--- config.mk ---
export PLATFORM = sky130hd
export DESIGN_NAME = pdh_top
export DESIGN_NICKNAME = d
export VERILOG_FILES = /design/src/rtl/pdh_pkg.sv /design/src/rtl/pdh_sync.sv /design/src/rtl/pdh_top.sv
export SDC_FILE = /design/constraint.sdc
export NUM_CORES = 1
export LEC_CHECK = 0
export BUFFER_PORTS_ARGS = -buffer_cell sky130_fd_sc_hd__buf_2
export CORE_UTILIZATION = 55
export DETAILED_ROUTE_END_ITERATION = 12
export GPL_TIMING_DRIVEN = 0
export PLACE_DENSITY = 0.76
export SYNTH_ARGS = -nofsm -noshare
export SYNTH_HDL_FRONTEND = slang
export SYNTH_SLANG_ARGS = --single-unit
--- constraint.sdc ---
create_clock -name i_mclk -period 3.47 [get_ports i_mclk]
set_clock_uncertainty 0.2 [all_clocks]
set_input_delay 0.5205 -clock i_mclk [delete_from_list [all_inputs] [get_ports i_mclk]]
set_output_delay 0.5205 -clock i_mclk [all_outputs]
set_load 0.05 [all_outputs]
--- src/rtl/pdh_pkg.sv ---
// Constants and types shared by the power-down hold block
package pdh_pkg;
	localparam int unsigned CLK_PERIOD_NS = 10;
	// Latest release of inputs after the sleep request rises, in ns
	localparam int unsigned RELEASE_MAX_NS = 5;
	// Longest recovery after the sleep request falls, in us
	localparam int unsigned WAKE_MAX_US = 2;
	// Longest time rounds down, never below one cycle
	localparam int unsigned RELEASE_CYC_RAW = RELEASE_MAX_NS / CLK_PERIOD_NS;
	localparam int unsigned RELEASE_CYC =
		(RELEASE_CYC_RAW < 1) ? 1 : RELEASE_CYC_RAW;
	localparam int unsigned WAKE_CYC = (WAKE_MAX_US * 1000) / CLK_PERIOD_NS;
	localparam int unsigned WAKE_CNT_W = 8;
	localparam logic [WAKE_CNT_W-1:0] WAKE_CNT_RST = 8'h00;

	typedef enum logic [2:0] {
		PDH_RUN = 3'h1,
		PDH_SLEEP = 3'h2,
		PDH_WAKE = 3'h4
	} pdh_mode_type;
endpackage

--- src/rtl/pdh_sync.sv ---
// Three-stage pin synchroniser with agreement filter
`timescale 1ns/1ps
`default_nettype none
module pdh_sync #(
	parameter int unsigned WIDTH = 1
) (
	input wire logic i_mclk,
	input wire logic i_arst_n,
	input wire logic [WIDTH-1:0] i_pin,
	output logic [WIDTH-1:0] o_level
);
	typedef struct packed {
		logic [WIDTH-1:0] s1;
		logic [WIDTH-1:0] s2;
		logic [WIDTH-1:0] s3;
		logic [WIDTH-1:0] level;
	} pdh_sync_state_type;

	pdh_sync_state_type st;
	pdh_sync_state_type next_st;

	always_comb begin
		next_st = st;
		next_st.s1 = i_pin;
		next_st.s2 = st.s1;
		next_st.s3 = st.s2;
		// First stage feeds only the second
		for (int i = 0; i < int'(WIDTH); i++) begin
			if (st.s2[i] == st.s3[i]) begin
				next_st.level[i] = st.s3[i];
			end
		end
	end

	always_ff @(posedge i_mclk or negedge i_arst_n) begin
		if (!i_arst_n) begin
			st <= '0;
		end else begin
			st <= next_st;
		end
	end

	assign o_level = st.level;
endmodule
`default_nettype wire

--- src/rtl/pdh_top.sv ---
// Pin-controlled power-down hold for a user I/O bank
// How it works
// - With the option on, a high sleep request pin enters power-down.
// - Outputs and internal state are frozen while powered down, except the pin synchroniser, which keeps sampling.
// - Outputs high-impedance at entry stay high-impedance throughout.
// - All inputs except the sleep request are ignored while down.
// - Pin hold latches keep the last input levels while down.
// - Option is build-time; sleep pin not fed to logic when chosen.
// - Inputs stop mattering within 5 ns of sleep request rising; here they are still sampled up to the fourth clock edge after.
// - Operation resumes within 2 us after sleep request falls; here it takes the sync delay plus WAKE_CYCLES, about 2.05 us at the default.
`timescale 1ns/1ps
`default_nettype none
module pdh_top
	import pdh_pkg::*;
#(
	parameter bit SLEEP_ENABLE = 1'b1,
	parameter int unsigned N_IO = 8,
	parameter int unsigned WAKE_CYCLES = WAKE_CYC
) (
	input wire logic i_mclk,
	input wire logic i_arst_n,
	input wire logic i_sleep_request_pin,
	input wire logic [N_IO-1:0] i_pin,
	input wire logic [N_IO-1:0] i_core_out,
	input wire logic [N_IO-1:0] i_core_oe,
	output logic [N_IO-1:0] o_pin_out,
	output logic [N_IO-1:0] o_pin_oe,
	output logic [N_IO-1:0] o_core_in,
	output logic o_shared_in,
	output logic o_core_run,
	output logic o_asleep
);
	typedef struct packed {
		pdh_mode_type mode;
		logic [WAKE_CNT_W-1:0] wake_cnt;
		logic [N_IO-1:0] pin_out;
		logic [N_IO-1:0] pin_oe;
		logic [N_IO-1:0] core_in;
		logic shared_in;
		logic core_run;
		logic asleep;
	} pdh_state_type;

	pdh_state_type st;
	pdh_state_type next_st;
	logic [N_IO:0] sync_level;
	logic sleep_lvl;

	pdh_sync #(
		.WIDTH(N_IO + 1)
	) u_sync (
		.i_mclk(i_mclk),
		.i_arst_n(i_arst_n),
		.i_pin({i_sleep_request_pin, i_pin}),
		.o_level(sync_level)
	);

	// Option fixed at build time, level ignored when off
	assign sleep_lvl = SLEEP_ENABLE ? sync_level[N_IO] : 1'b0;

	always_comb begin
		next_st = st;
		case (st.mode)
			PDH_RUN: begin
				// Sampling is live only in run mode
				next_st.core_in = sync_level[N_IO-1:0];
				next_st.pin_out = i_core_out;
				next_st.pin_oe = i_core_oe;
				next_st.core_run = 1'b1;
				next_st.asleep = 1'b0;
				if (sleep_lvl) begin
					// Freeze next edge, one cycle after the synchronised sleep level rises
					next_st.mode = PDH_SLEEP;
					next_st.core_run = 1'b0;
					next_st.asleep = 1'b1;
					next_st.pin_out = st.pin_out;
					next_st.pin_oe = st.pin_oe;
					next_st.core_in = st.core_in;
				end
			end
			PDH_SLEEP: begin
				// Outputs, enables and inputs held as captured
				// Core input latches keep last level
				next_st.core_run = 1'b0;
				next_st.asleep = 1'b1;
				if (!sleep_lvl) begin
					next_st.mode = PDH_WAKE;
					next_st.wake_cnt = WAKE_CNT_RST;
				end
			end
			PDH_WAKE: begin
				// Resume from held values, no reset
				next_st.wake_cnt = st.wake_cnt + 8'h01;
				if (sleep_lvl) begin
					next_st.mode = PDH_SLEEP;
				end else if (32'(st.wake_cnt) + 32'd1 >= WAKE_CYCLES
					|| st.wake_cnt == 8'hff) begin
					// Bounded recovery
					next_st.mode = PDH_RUN;
					next_st.asleep = 1'b0;
				end
			end
			default: begin
				next_st.mode = PDH_RUN;
			end
		endcase
		// Shared pin as plain input when option off
		next_st.shared_in = SLEEP_ENABLE ? 1'b0 : sync_level[N_IO];
	end

	always_ff @(posedge i_mclk or negedge i_arst_n) begin
		if (!i_arst_n) begin
			st <= '{mode: PDH_RUN, wake_cnt: WAKE_CNT_RST, default: '0};
		end else begin
			st <= next_st;
		end
	end

	assign o_pin_out = st.pin_out;
	assign o_pin_oe = st.pin_oe;
	assign o_core_in = st.core_in;
	assign o_shared_in = st.shared_in;
	assign o_core_run = st.core_run;
	assign o_asleep = st.asleep;
endmodule
`default_nettype wire

==> results.yml, run 1 <==
power_and_ir_drop:
  p_seq_share_pct: 36.2
  vdd_drop_max_uv: 456
  clock_power_share_pct: 20.4
  combPwrFrac_pct: 43.4
  power_leakage_uw: 0.00161
  powerDensity_nw_per_um2: 928
  switching_share_pct: 39.2
  p_int_uw: 1940
  p_switching_uw: 1250
floorplan:
  fp-row-count: 26
  die-area_um2: 5560
  die_x_um: 74.5
  core_um2: 5070
  chipHeight_um: 74.5
  num_io_pins: 54
  initial_utilization_pct: 57.0
clocking:
  cts_root_buffer: "clkbuf_8"
  clkTransAtPathRegs_ns: 0.08
  clock_sinks: 73
  cts_tree: "yes"
  cts_inserted_buffers: 9
  h-tree-depth: 3
  worstSkewPairLatency_ns: 0.34
  hold_buffers: 0
  cts_buffer_depth: 2
  post_cts_resized: 0
  post-cts-setup-buffer-count: 0
yosys:
  yosys-top-cells-area: "dfrtp_1, mux2_2, buf_4"
  syn_avg_cell_area_um2: 13.4
  async_reset_ff_share_pct: 100
  syn_nets: 244
  synth_edf_count: 0
  synth_top_area_share_pct: 62.3
  muxShareOfSynthArea_pct: 9.34
  yosysSeqAreaShare_pct: 63.2
  synth_top_family_by_area: "buffers and inverters"
  synth_fa_ha_area_share_pct: 3.55
  yosysUniqueCellTypes: 36
  yosys.area_share.simple_pct: 6.01
  synth_area_leader_cell: "dfrtp_1"
  yosys_warnings: 0
  yosys_most_used_dff: "dfrtp_1"
  netlist_instances: 216
  synthXorXnorAreaFrac_pct: 0.908
  synth-seq-cells: 73
  synth.cell_area_um2: 2890
  synth-compound-area-share_pct: 6.96
detailed_routing:
  wl_per_cell_um: 11.9
  routed_wl_um: 4220
  drt-initial-drc-count: 79
  remaining_drc_errors: 0
  viasPerCell: 4.90
  drt-pass1-iter-count: 4
  vias: 1735
  drtAntennaViolNets: 0
timing:
  fin_crit_sh_pct: 56.5
  fmax_mhz: 510
  setup_tns_ns: 0
  fin_crit_ns: 1.96
  slew_headroom_pct: 41.7
  rsz0062_at_grt: "no"
  setup_viol_count_final: 0
  drv_slew: 0
  tightest_slew_ns: 0.874
  finalHoldViolations: 0
critical_path:
  crit_start: "st[35]"
  slowest_stage: "dfstp_2"
  crit_family: "flip-flops"
  end_kind: "flop"
  worstReg2RegStart: "st[35]"
  cp-start-kind: "flop"
  path_buf_inv: 2
  cp_max_fo: 10
  cpPeakStageDelay_ns: 0.51
  cp_data_arrival_time_ns: 1.97
  path_class: "reg -> reg"
  required_ns: 3.48
  worstPathCellList: "buf_2 -> nand2b_4 -> nor3_4 -> buf_6 -> mux2_2"
cells_and_area:
  drive_above_1_share_pct: 44.7
  postLayoutCoreUtil_pct: 67.8
  area_delta_synth_final_pct: 18.9
  antennaDiodeCount: 0
  finish.instance_area_um2: 3440
  nNetsFinal: 307
global_route:
  grt_max_degree: 74
  antenna_found_initial: 0
  grt_pass1_vias: 1611
  grtUsageTotal_pct: 17.3
  grt_pass1_wl_um: 6890
  overflow: 0
run:
  cap_violations: 0
hold_path:
  hold_path.class: "in -> reg"
  hp-start: "i_pin[7]"
placed_design:
  dp_hpwl_um: 2820
  placed_area_um2: 3240
  io_buffers: 52
  gp_congestion: 0.835
status:
  outcome: "finished clean"
## synthesized netlist by cell type, types with 2 or more instances
| cell type | instances |
|---|---|
| nand2b_1 | 2 |
| maj3_1 | 9 |
| o21ai_0 | 12 |
| a21o_1 | 2 |
| nand3_1 | 4 |
| buf_6 | 5 |
| buf_4 | 27 |
| buf_2 | 2 |
| nand2_1 | 9 |
| nor2_1 | 13 |
| inv_1 | 5 |
| o211ai_1 | 3 |
| xor2_1 | 2 |
| dfrtp_1 | 72 |
| mux2_1 | 2 |
| a21oi_1 | 6 |
| mux2_2 | 22 |
## layout make-up
cell class / instances / area (um2)
Sequential cell: 73 / 1830
Multi-Input combinational cell: 104 / 778
Buffer: 34 / 269
Timing Repair Buffer: 52 / 263
Tap cell: 70 / 87.6
Clock inverter: 4 / 51.3
Fill cell: 408 / 1630
Clock buffer: 12 / 145
Inverter: 5 / 18.8
## final timing paths
check | slack, ns | cells after the start | endpoint
min reg2reg | 0.15 | 0 | u_sync.next_st[9]
max reg2reg | 1.51 | 5 | o_pin_out[6]
min | 0.08 | 1 | u_sync.next_st[25]
max in group asynchronous | 2.40 | 1 | o_pin_out[2]
max | 1.51 | 5 | o_pin_out[6]
min in group asynchronous | 0.09 | 1 | u_sync.next_st[21]
## logic make-up (layout without fill, tap and decap cells)
logic type                 after synthesis  count (layout)
and+or+nand+nor                         34              34
muxes                                   24              24
xor gates and xnor gates                 3               3
DFF                                     73              73
AOI/OAI and AO/OA                       32              32
adders and majority gates               10              10
other                                    1               1
buffers and inverters                   39             107
## cells in the final DEF (no fill, tap or decap), types with 2 or more instances in the layout
master / n
dfrtp_1: 72
buf_2: 53
buf_4: 28
mux2_2: 22
nor2_1: 13
o21ai_0: 12
clkbuf_8: 10
nand2_1: 9
maj3_1: 9
a21oi_1: 6
buf_6: 5
inv_1: 5
nand3_1: 4
o211ai_1: 3
mux2_1: 2
nand2b_1: 2
a21o_1: 2
xor2_1: 2
clkbuf_1: 2
## metrics by stage
| stage | power (uW) | std cells | worst slack (ns) | hold WS [ns] |
|---|---|---|---|---|
| 3_3_place_gp | 2540 | 338 | 1.31 | 0.133 |
| 2_1_floorplan | 2320 | 216 | 1.66 | 0.0249 |
| 3_5_place_dp | 2570 | 338 | 1.51 | 0.136 |
| 4_1_cts | 3230 | 354 | 1.49 | 0.0674 |
| 5_1_grt | 3380 | 354 | 1.41 | 0.0625 |
| 6_report | 3190 | 354 | 1.51 | 0.0805 |
## power groups by stage
stage / sequential [uW] / combinational (uW) / clock (uW)
finish: 1160 / 1390 / 651
global route: 1190 / 1490 / 703
CTS: 1160 / 1400 / 667
detailed placement: 1180 / 1400 / 0
global placement: 1160 / 1380 / 0
floorplan: 1190 / 1140 / 0
## state kept, by name, indices dropped and copies added, names as in the netlist
name,cells
u_sync.o_level,9
o_asleep,1
o_core_in,8
o_pin_oe,8
u_sync.next_st,18
o_core_run,1
u_sync.st,9
o_pin_out,8
st,11
## per-layer routing
layer / global-route usage [%] / routed length, um
met1: 20.8 / 1860
met2: 27.8 / 2080
met3: 6.10 / 215
met4: 8.81 / 67
met5: 0 / 0
Note: power is estimated with default switching activity, not from simulation.
==> run 2, diff against run 1 <==
CORE_UTILIZATION = 54   (was 55)
PLACE_DENSITY = 0.75   (was 0.76)
clock period = 1.9 ns   (was 3.47 ns; I/O delays follow)
==> run 2 against run 1 <==
Against the previous run:
- utilization rose by 5.2 points
- non-clock buffer count rose by 31
- routed wire length is 16% higher
- global-route usage is 1.3 points higher
- via count up 6.3%
- clock power rose by 80%
- critical path type unchanged
- power increased by 87%
- worst hold slack improved by 0.068 ns
==> results.yml, run 2 (synthesis results as in run 1) <==
detailed_routing:
  remaining_drc_errors: 0
  wl_per_cell_um: 12.7
  drt-pass1-iter-count: 4
  drtAntennaViolNets: 0
  vias: 1845
  routed_wl_um: 4870
  drt-initial-drc-count: 52
  viasPerCell: 4.79
floorplan:
  die_x_um: 75.2
  fp-row-count: 26
  initial_utilization_pct: 56.3
  chipHeight_um: 75.2
  num_io_pins: 54
  die-area_um2: 5660
  core_um2: 5140
critical_path:
  r2r-end: "st[37]"
  path_class: "reg -> reg"
  crit_start: "st[27]"
  cp_max_fo: 7
  end_kind: "flop"
  required_ns: 1.92
  reg2reg_slack_ns: 0.08
  worstReg2RegStart: "st[27]"
  cp-start-kind: "flop"
  cp_data_arrival_time_ns: 1.84
  r2r_cells: 6
clocking:
  cts_tree: "yes"
  clock_sinks: 73
  cts_buffer_depth: 2
  h-tree-depth: 3
  clkTransAtPathRegs_ns: 0.08
  cts_root_buffer: "clkbuf_8"
  cts_inserted_buffers: 9
  worstSkewPairLatency_ns: 0.34
cells_and_area:
  finish.instance_area_um2: 3750
  multi_input_area_um2: 792
  largest_reg_flops: 18
  antennaDiodeCount: 0
  postLayoutCoreUtil_pct: 73.0
  drive_above_1_share_pct: 42.5
  nNetsFinal: 338
  final_common_cell: "dfrtp_1"
  fill_cells: 360
  ff_latch_area_um2: 1830
  area_delta_synth_final_pct: 29.7
  most-common-layout-cells: "dfrtp_1, buf_2, buf_4"
placed_design:
  dp_slack_ns: -0.0767
  dp_hpwl_um: 2880
  gp_congestion: 0.745
  io_buffers: 52
  placed_area_um2: 3240
timing:
  finalHoldViolations: 0
  tightest_slew_ns: 0.886
  fin_crit_ns: 1.82
  slew_headroom_pct: 40.9
  fin_ws_ns: 0.0818
  fmax_mhz: 550
  setup_viol_count_final: 0
  fin_crit_sh_pct: 95.7
  timing.hold.ws_ns: 0.148
  rsz0062_at_grt: "no"
  drv_slew: 0
global_route:
  grt_pass1_wl_um: 7540
  grtUsageTotal_pct: 18.6
  grt_pass1_vias: 1716
  overflow: 0
  antenna_found_initial: 0
  grt_max_degree: 74
power_and_ir_drop:
  power_leakage_uw: 0.00174
  vdd_drop_max_uv: 1040
  powerDensity_nw_per_um2: 1600
hold_path:
  hold-path-cell-count: 0
  holdPathEnd: "u_sync.next_st[14]"
  hp-start: "u_sync.next_st[23]"
  hold_path.class: "reg -> reg"
run:
  cap_violations: 0
status:
  outcome: "finished clean"
run 2: what timing repair did:
item	4_1_cts	5_1_grt
endpoints found under the setup margin	21	5
buffers inserted	2	2
pin swaps	1	0
cloned	2	0
resized for setup	3	2
hold buffers	26	0
endpoints found under the hold margin	97	0
run 2: per-stage QoR:
stage	cells	TNS, ns	power (uW)
floorplan	216	0	4240
global placement	338	-2.31	4640
detailed placement	338	-1.34	4710
CTS	383	0	5990
global route	385	0	6330
finish	385	0	5990
run 2: per-layer routing:
metal / wire (um) / GRT usage, % / vias up
li1: - / - / 895
met1: 2130 / 22.4 / 898
met2: 2460 / 31.5 / 44
met3: 240 / 5.35 / 8
met4: 45 / 8.02 / 0
met5: 0 / 0 / -
run 2: power breakdown:
group / internal [uW] / switching (uW) / leakage (uW) / total [uW]
clock network: 611 / 558 / 0.000101 / 1170
logic: 1070 / 1610 / 0.000771 / 2670
registers: 1940 / 206 / 0.000872 / 2140
total: 3610 / 2370 / 0.00174 / 5990
run 2: area by class of cell:
| class | instances | area share, % |
|---|---|---|
| Sequential cell | 73 | 48.7 |
| Tap cell | 70 | 2.33 |
| Buffer | 33 | 7.04 |
| Clock inverter | 6 | 1.77 |
| Multi-Input combinational cell | 104 | 21.1 |
| Inverter | 5 | 0.500 |
| Timing Repair Buffer | 84 | 15.1 |
| Clock buffer | 10 | 3.40 |
run 2: worst max-delay path by stage:
stage               slack (ns)  cells after the start      endpoint
floorplan                 0.09                      6        st[37]
global placement         -0.05                      5  o_pin_out[7]
detailed placement       -0.08                      5  o_pin_out[2]
CTS                       0.04                      5  o_pin_out[3]
global route              0.02                      6        st[37]
finish                    0.08                      6        st[37]
run 2: worst max-delay path, stage by stage, from the launching register on:
cell	delay [ns]
dfrtp_1	0.43
ha_4	0.20
o211ai_1	0.17
o31ai_1	0.09
a311o_1	0.35
o211ai_1	0.17
o41ai_1	0.09
==> run 3, diff against run 2 <==
CORE_UTILIZATION = 45   (was 54)
PLACE_DENSITY = 0.64   (was 0.75)
==> run 3 against run 2 <==
Against the previous run:
- combinational power about the same
- register-to-register slack better by 0.03 ns
- utilization down 10 points
- final cell count up 1.6%
- clock-buffer cell count down 1
- fmax up 1.6%
- routed wire length down 7.8%
- die area up 19%
- non-clock buffer count up 2
- critical path depth unchanged
- power up 1.3%
- worst setup slack better by 0.028 ns
- largest cell class unchanged
- largest power group unchanged
==> results.yml, run 3 (synthesis results as in run 1) <==
status:
  outcome: "finished clean"
timing:
  fin_ws_ns: 0.110
  finalHoldViolations: 0
  rsz0062_at_grt: "no"
  fin_crit_sh_pct: 94.2
  fmax_mhz: 559
  setup_viol_count_final: 0
  tightest_slew_ns: 0.877
  fin_crit_ns: 1.79
  drv_slew: 0
  slew_headroom_pct: 41.5
floorplan:
  core_um2: 6060
  initial_utilization_pct: 47.7
  fp-row-count: 28
  die_x_um: 82.2
  num_io_pins: 54
  die-area_um2: 6760
  chipHeight_um: 82.2
power_and_ir_drop:
  clock_power_share_pct: 20.8
  p_seq_share_pct: 35.0
  combPwrFrac_pct: 44.2
  p_int_uw: 3750
  p_switching_uw: 2320
  powerDensity_nw_per_um2: 1600
  power_leakage_uw: 0.00176
  switching_share_pct: 38.2
  vdd_drop_max_uv: 1160
cells_and_area:
  final_common_cell: "dfrtp_1"
  fin_cells: 391
  largest_reg_flops: 18
  most-common-layout-cells: "dfrtp_1, buf_2, buf_4"
  antennaDiodeCount: 0
  nNetsFinal: 340
  finish.instance_area_um2: 3790
  fill_cells: 478
  area_delta_synth_final_pct: 31.0
  drive_above_1_share_pct: 43.0
critical_path:
  crit_top_cell: "buf_6"
  cpPeakStageDelay_ns: 0.38
  slowest_stage: "dfrtp_1"
  worstPathCellList: "buf_6 -> nand2b_4 -> nor3_4 -> buf_4 -> buf_6 -> mux2_2"
  required_ns: 1.92
  cp_data_arrival_time_ns: 1.81
  end_kind: "flop"
  worstReg2RegStart: "u_sync.o_level[8]"
  cp_max_fo: 10
  crit_start: "u_sync.o_level[8]"
  path_class: "reg -> reg"
  cp-start-kind: "flop"
hold_path:
  hp-start: "u_sync.next_st[26]"
  hold_path.class: "reg -> reg"
placed_design:
  dp_cells: 343
  placed_area_um2: 3250
  io_buffers: 52
  gp_congestion: 0.782
  dp_hpwl_um: 2760
  dp_slack_ns: -0.120
clocking:
  cts_inserted_buffers: 9
  cts_tree: "yes"
  cts_buffer_depth: 2
  clock_sinks: 73
  clkTransAtPathRegs_ns: 0.07
  cts_root_buffer: "clkbuf_8"
  h-tree-depth: 3
  worstSkewPairLatency_ns: 0.34
global_route:
  grtUsageTotal_pct: 15.5
  grt_max_degree: 74
  antenna_found_initial: 0
  grt_pass1_vias: 1715
  grt_pass1_wl_um: 7590
  overflow: 0
detailed_routing:
  drt-pass1-iter-count: 4
  wl_per_cell_um: 11.5
  viasPerCell: 4.61
  remaining_drc_errors: 0
  routed_wl_um: 4490
  drtAntennaViolNets: 0
  vias: 1801
  drt-initial-drc-count: 39
run:
  cap_violations: 0
[run 3: worst paths after layout]
check,to,cells after the start,slack [ns]
hold reg to reg,u_sync.next_st[17],0,0.15
max in group asynchronous,u_sync.st[15],2,0.51
setup / recovery,o_pin_oe[1],6,0.11
min in group asynchronous,u_sync.next_st[10],2,0.39
setup reg to reg,o_pin_oe[1],6,0.11
hold / removal,u_sync.next_st[17],0,0.15
[run 3: power groups by stage]
stage / Combinational [uW] / Sequential, uW / Clock (uW)
after global routing: 2880 / 2180 / 1370
after floorplan: 2080 / 2170 / 0
final: 2680 / 2120 / 1260
after detailed placement: 2550 / 2150 / 0
after CTS: 2630 / 2150 / 1300
after global placement: 2520 / 2130 / 0
[run 3: cell type report]
class	instances	area (um2)	share of cell area [%]
sequential	73	1830	48.2
clock inverter	6	83.8	2.21
clock buffer	9	124	3.27
multi-input combinational	104	791	20.9
tap	75	93.8	2.48
buffer	33	264	6.97
inverter	5	18.8	0.495
timing repair buffer	86	587	15.5
[run 3: worst max-delay path: cells and delay by family, from the launching register on]
kind | cells | cell delay (ns)
and+or+nand+nor | 2 | 0.33
buffers and inverters | 3 | 0.42
muxes | 1 | 0.34
DFF | 1 | 0.38
[run 3: repair_timing]
item	in CTS	in global routing
resized for setup	1	3
pin swaps	1	2
buffers inserted	4	3
setup endpoints to repair	23	20
gates cloned	1	0
endpoints found under the hold margin	96	1
hold buffers	25	1
[run 3: through the flow]
stage / setup TNS (ns) / hold slack (ns) / utilization, % / power [uW]
after global routing: 0 / 0.156 / 62.5 / 6420
after CTS: 0 / 0.00171 / 61.7 / 6080
after global placement: -5.54 / 0.132 / 53.6 / 4650
final: 0 / 0.150 / 62.5 / 6070
after detailed placement: -2.02 / 0.136 / 53.6 / 4700
after floorplan: 0 / -0.211 / - / 4240
[run 3: metal layers]
| layer | vias up | share of wire (%) | GRT usage, % |
|---|---|---|---|
| met1 | 853 | 48 | 19.6 |
| li1 | 901 | - | - |
| met5 | - | 0 | 0 |
| met4 | 0 | 1.6 | 6.32 |
| met3 | 7 | 4.1 | 5.93 |
| met2 | 40 | 46 | 23.9 |
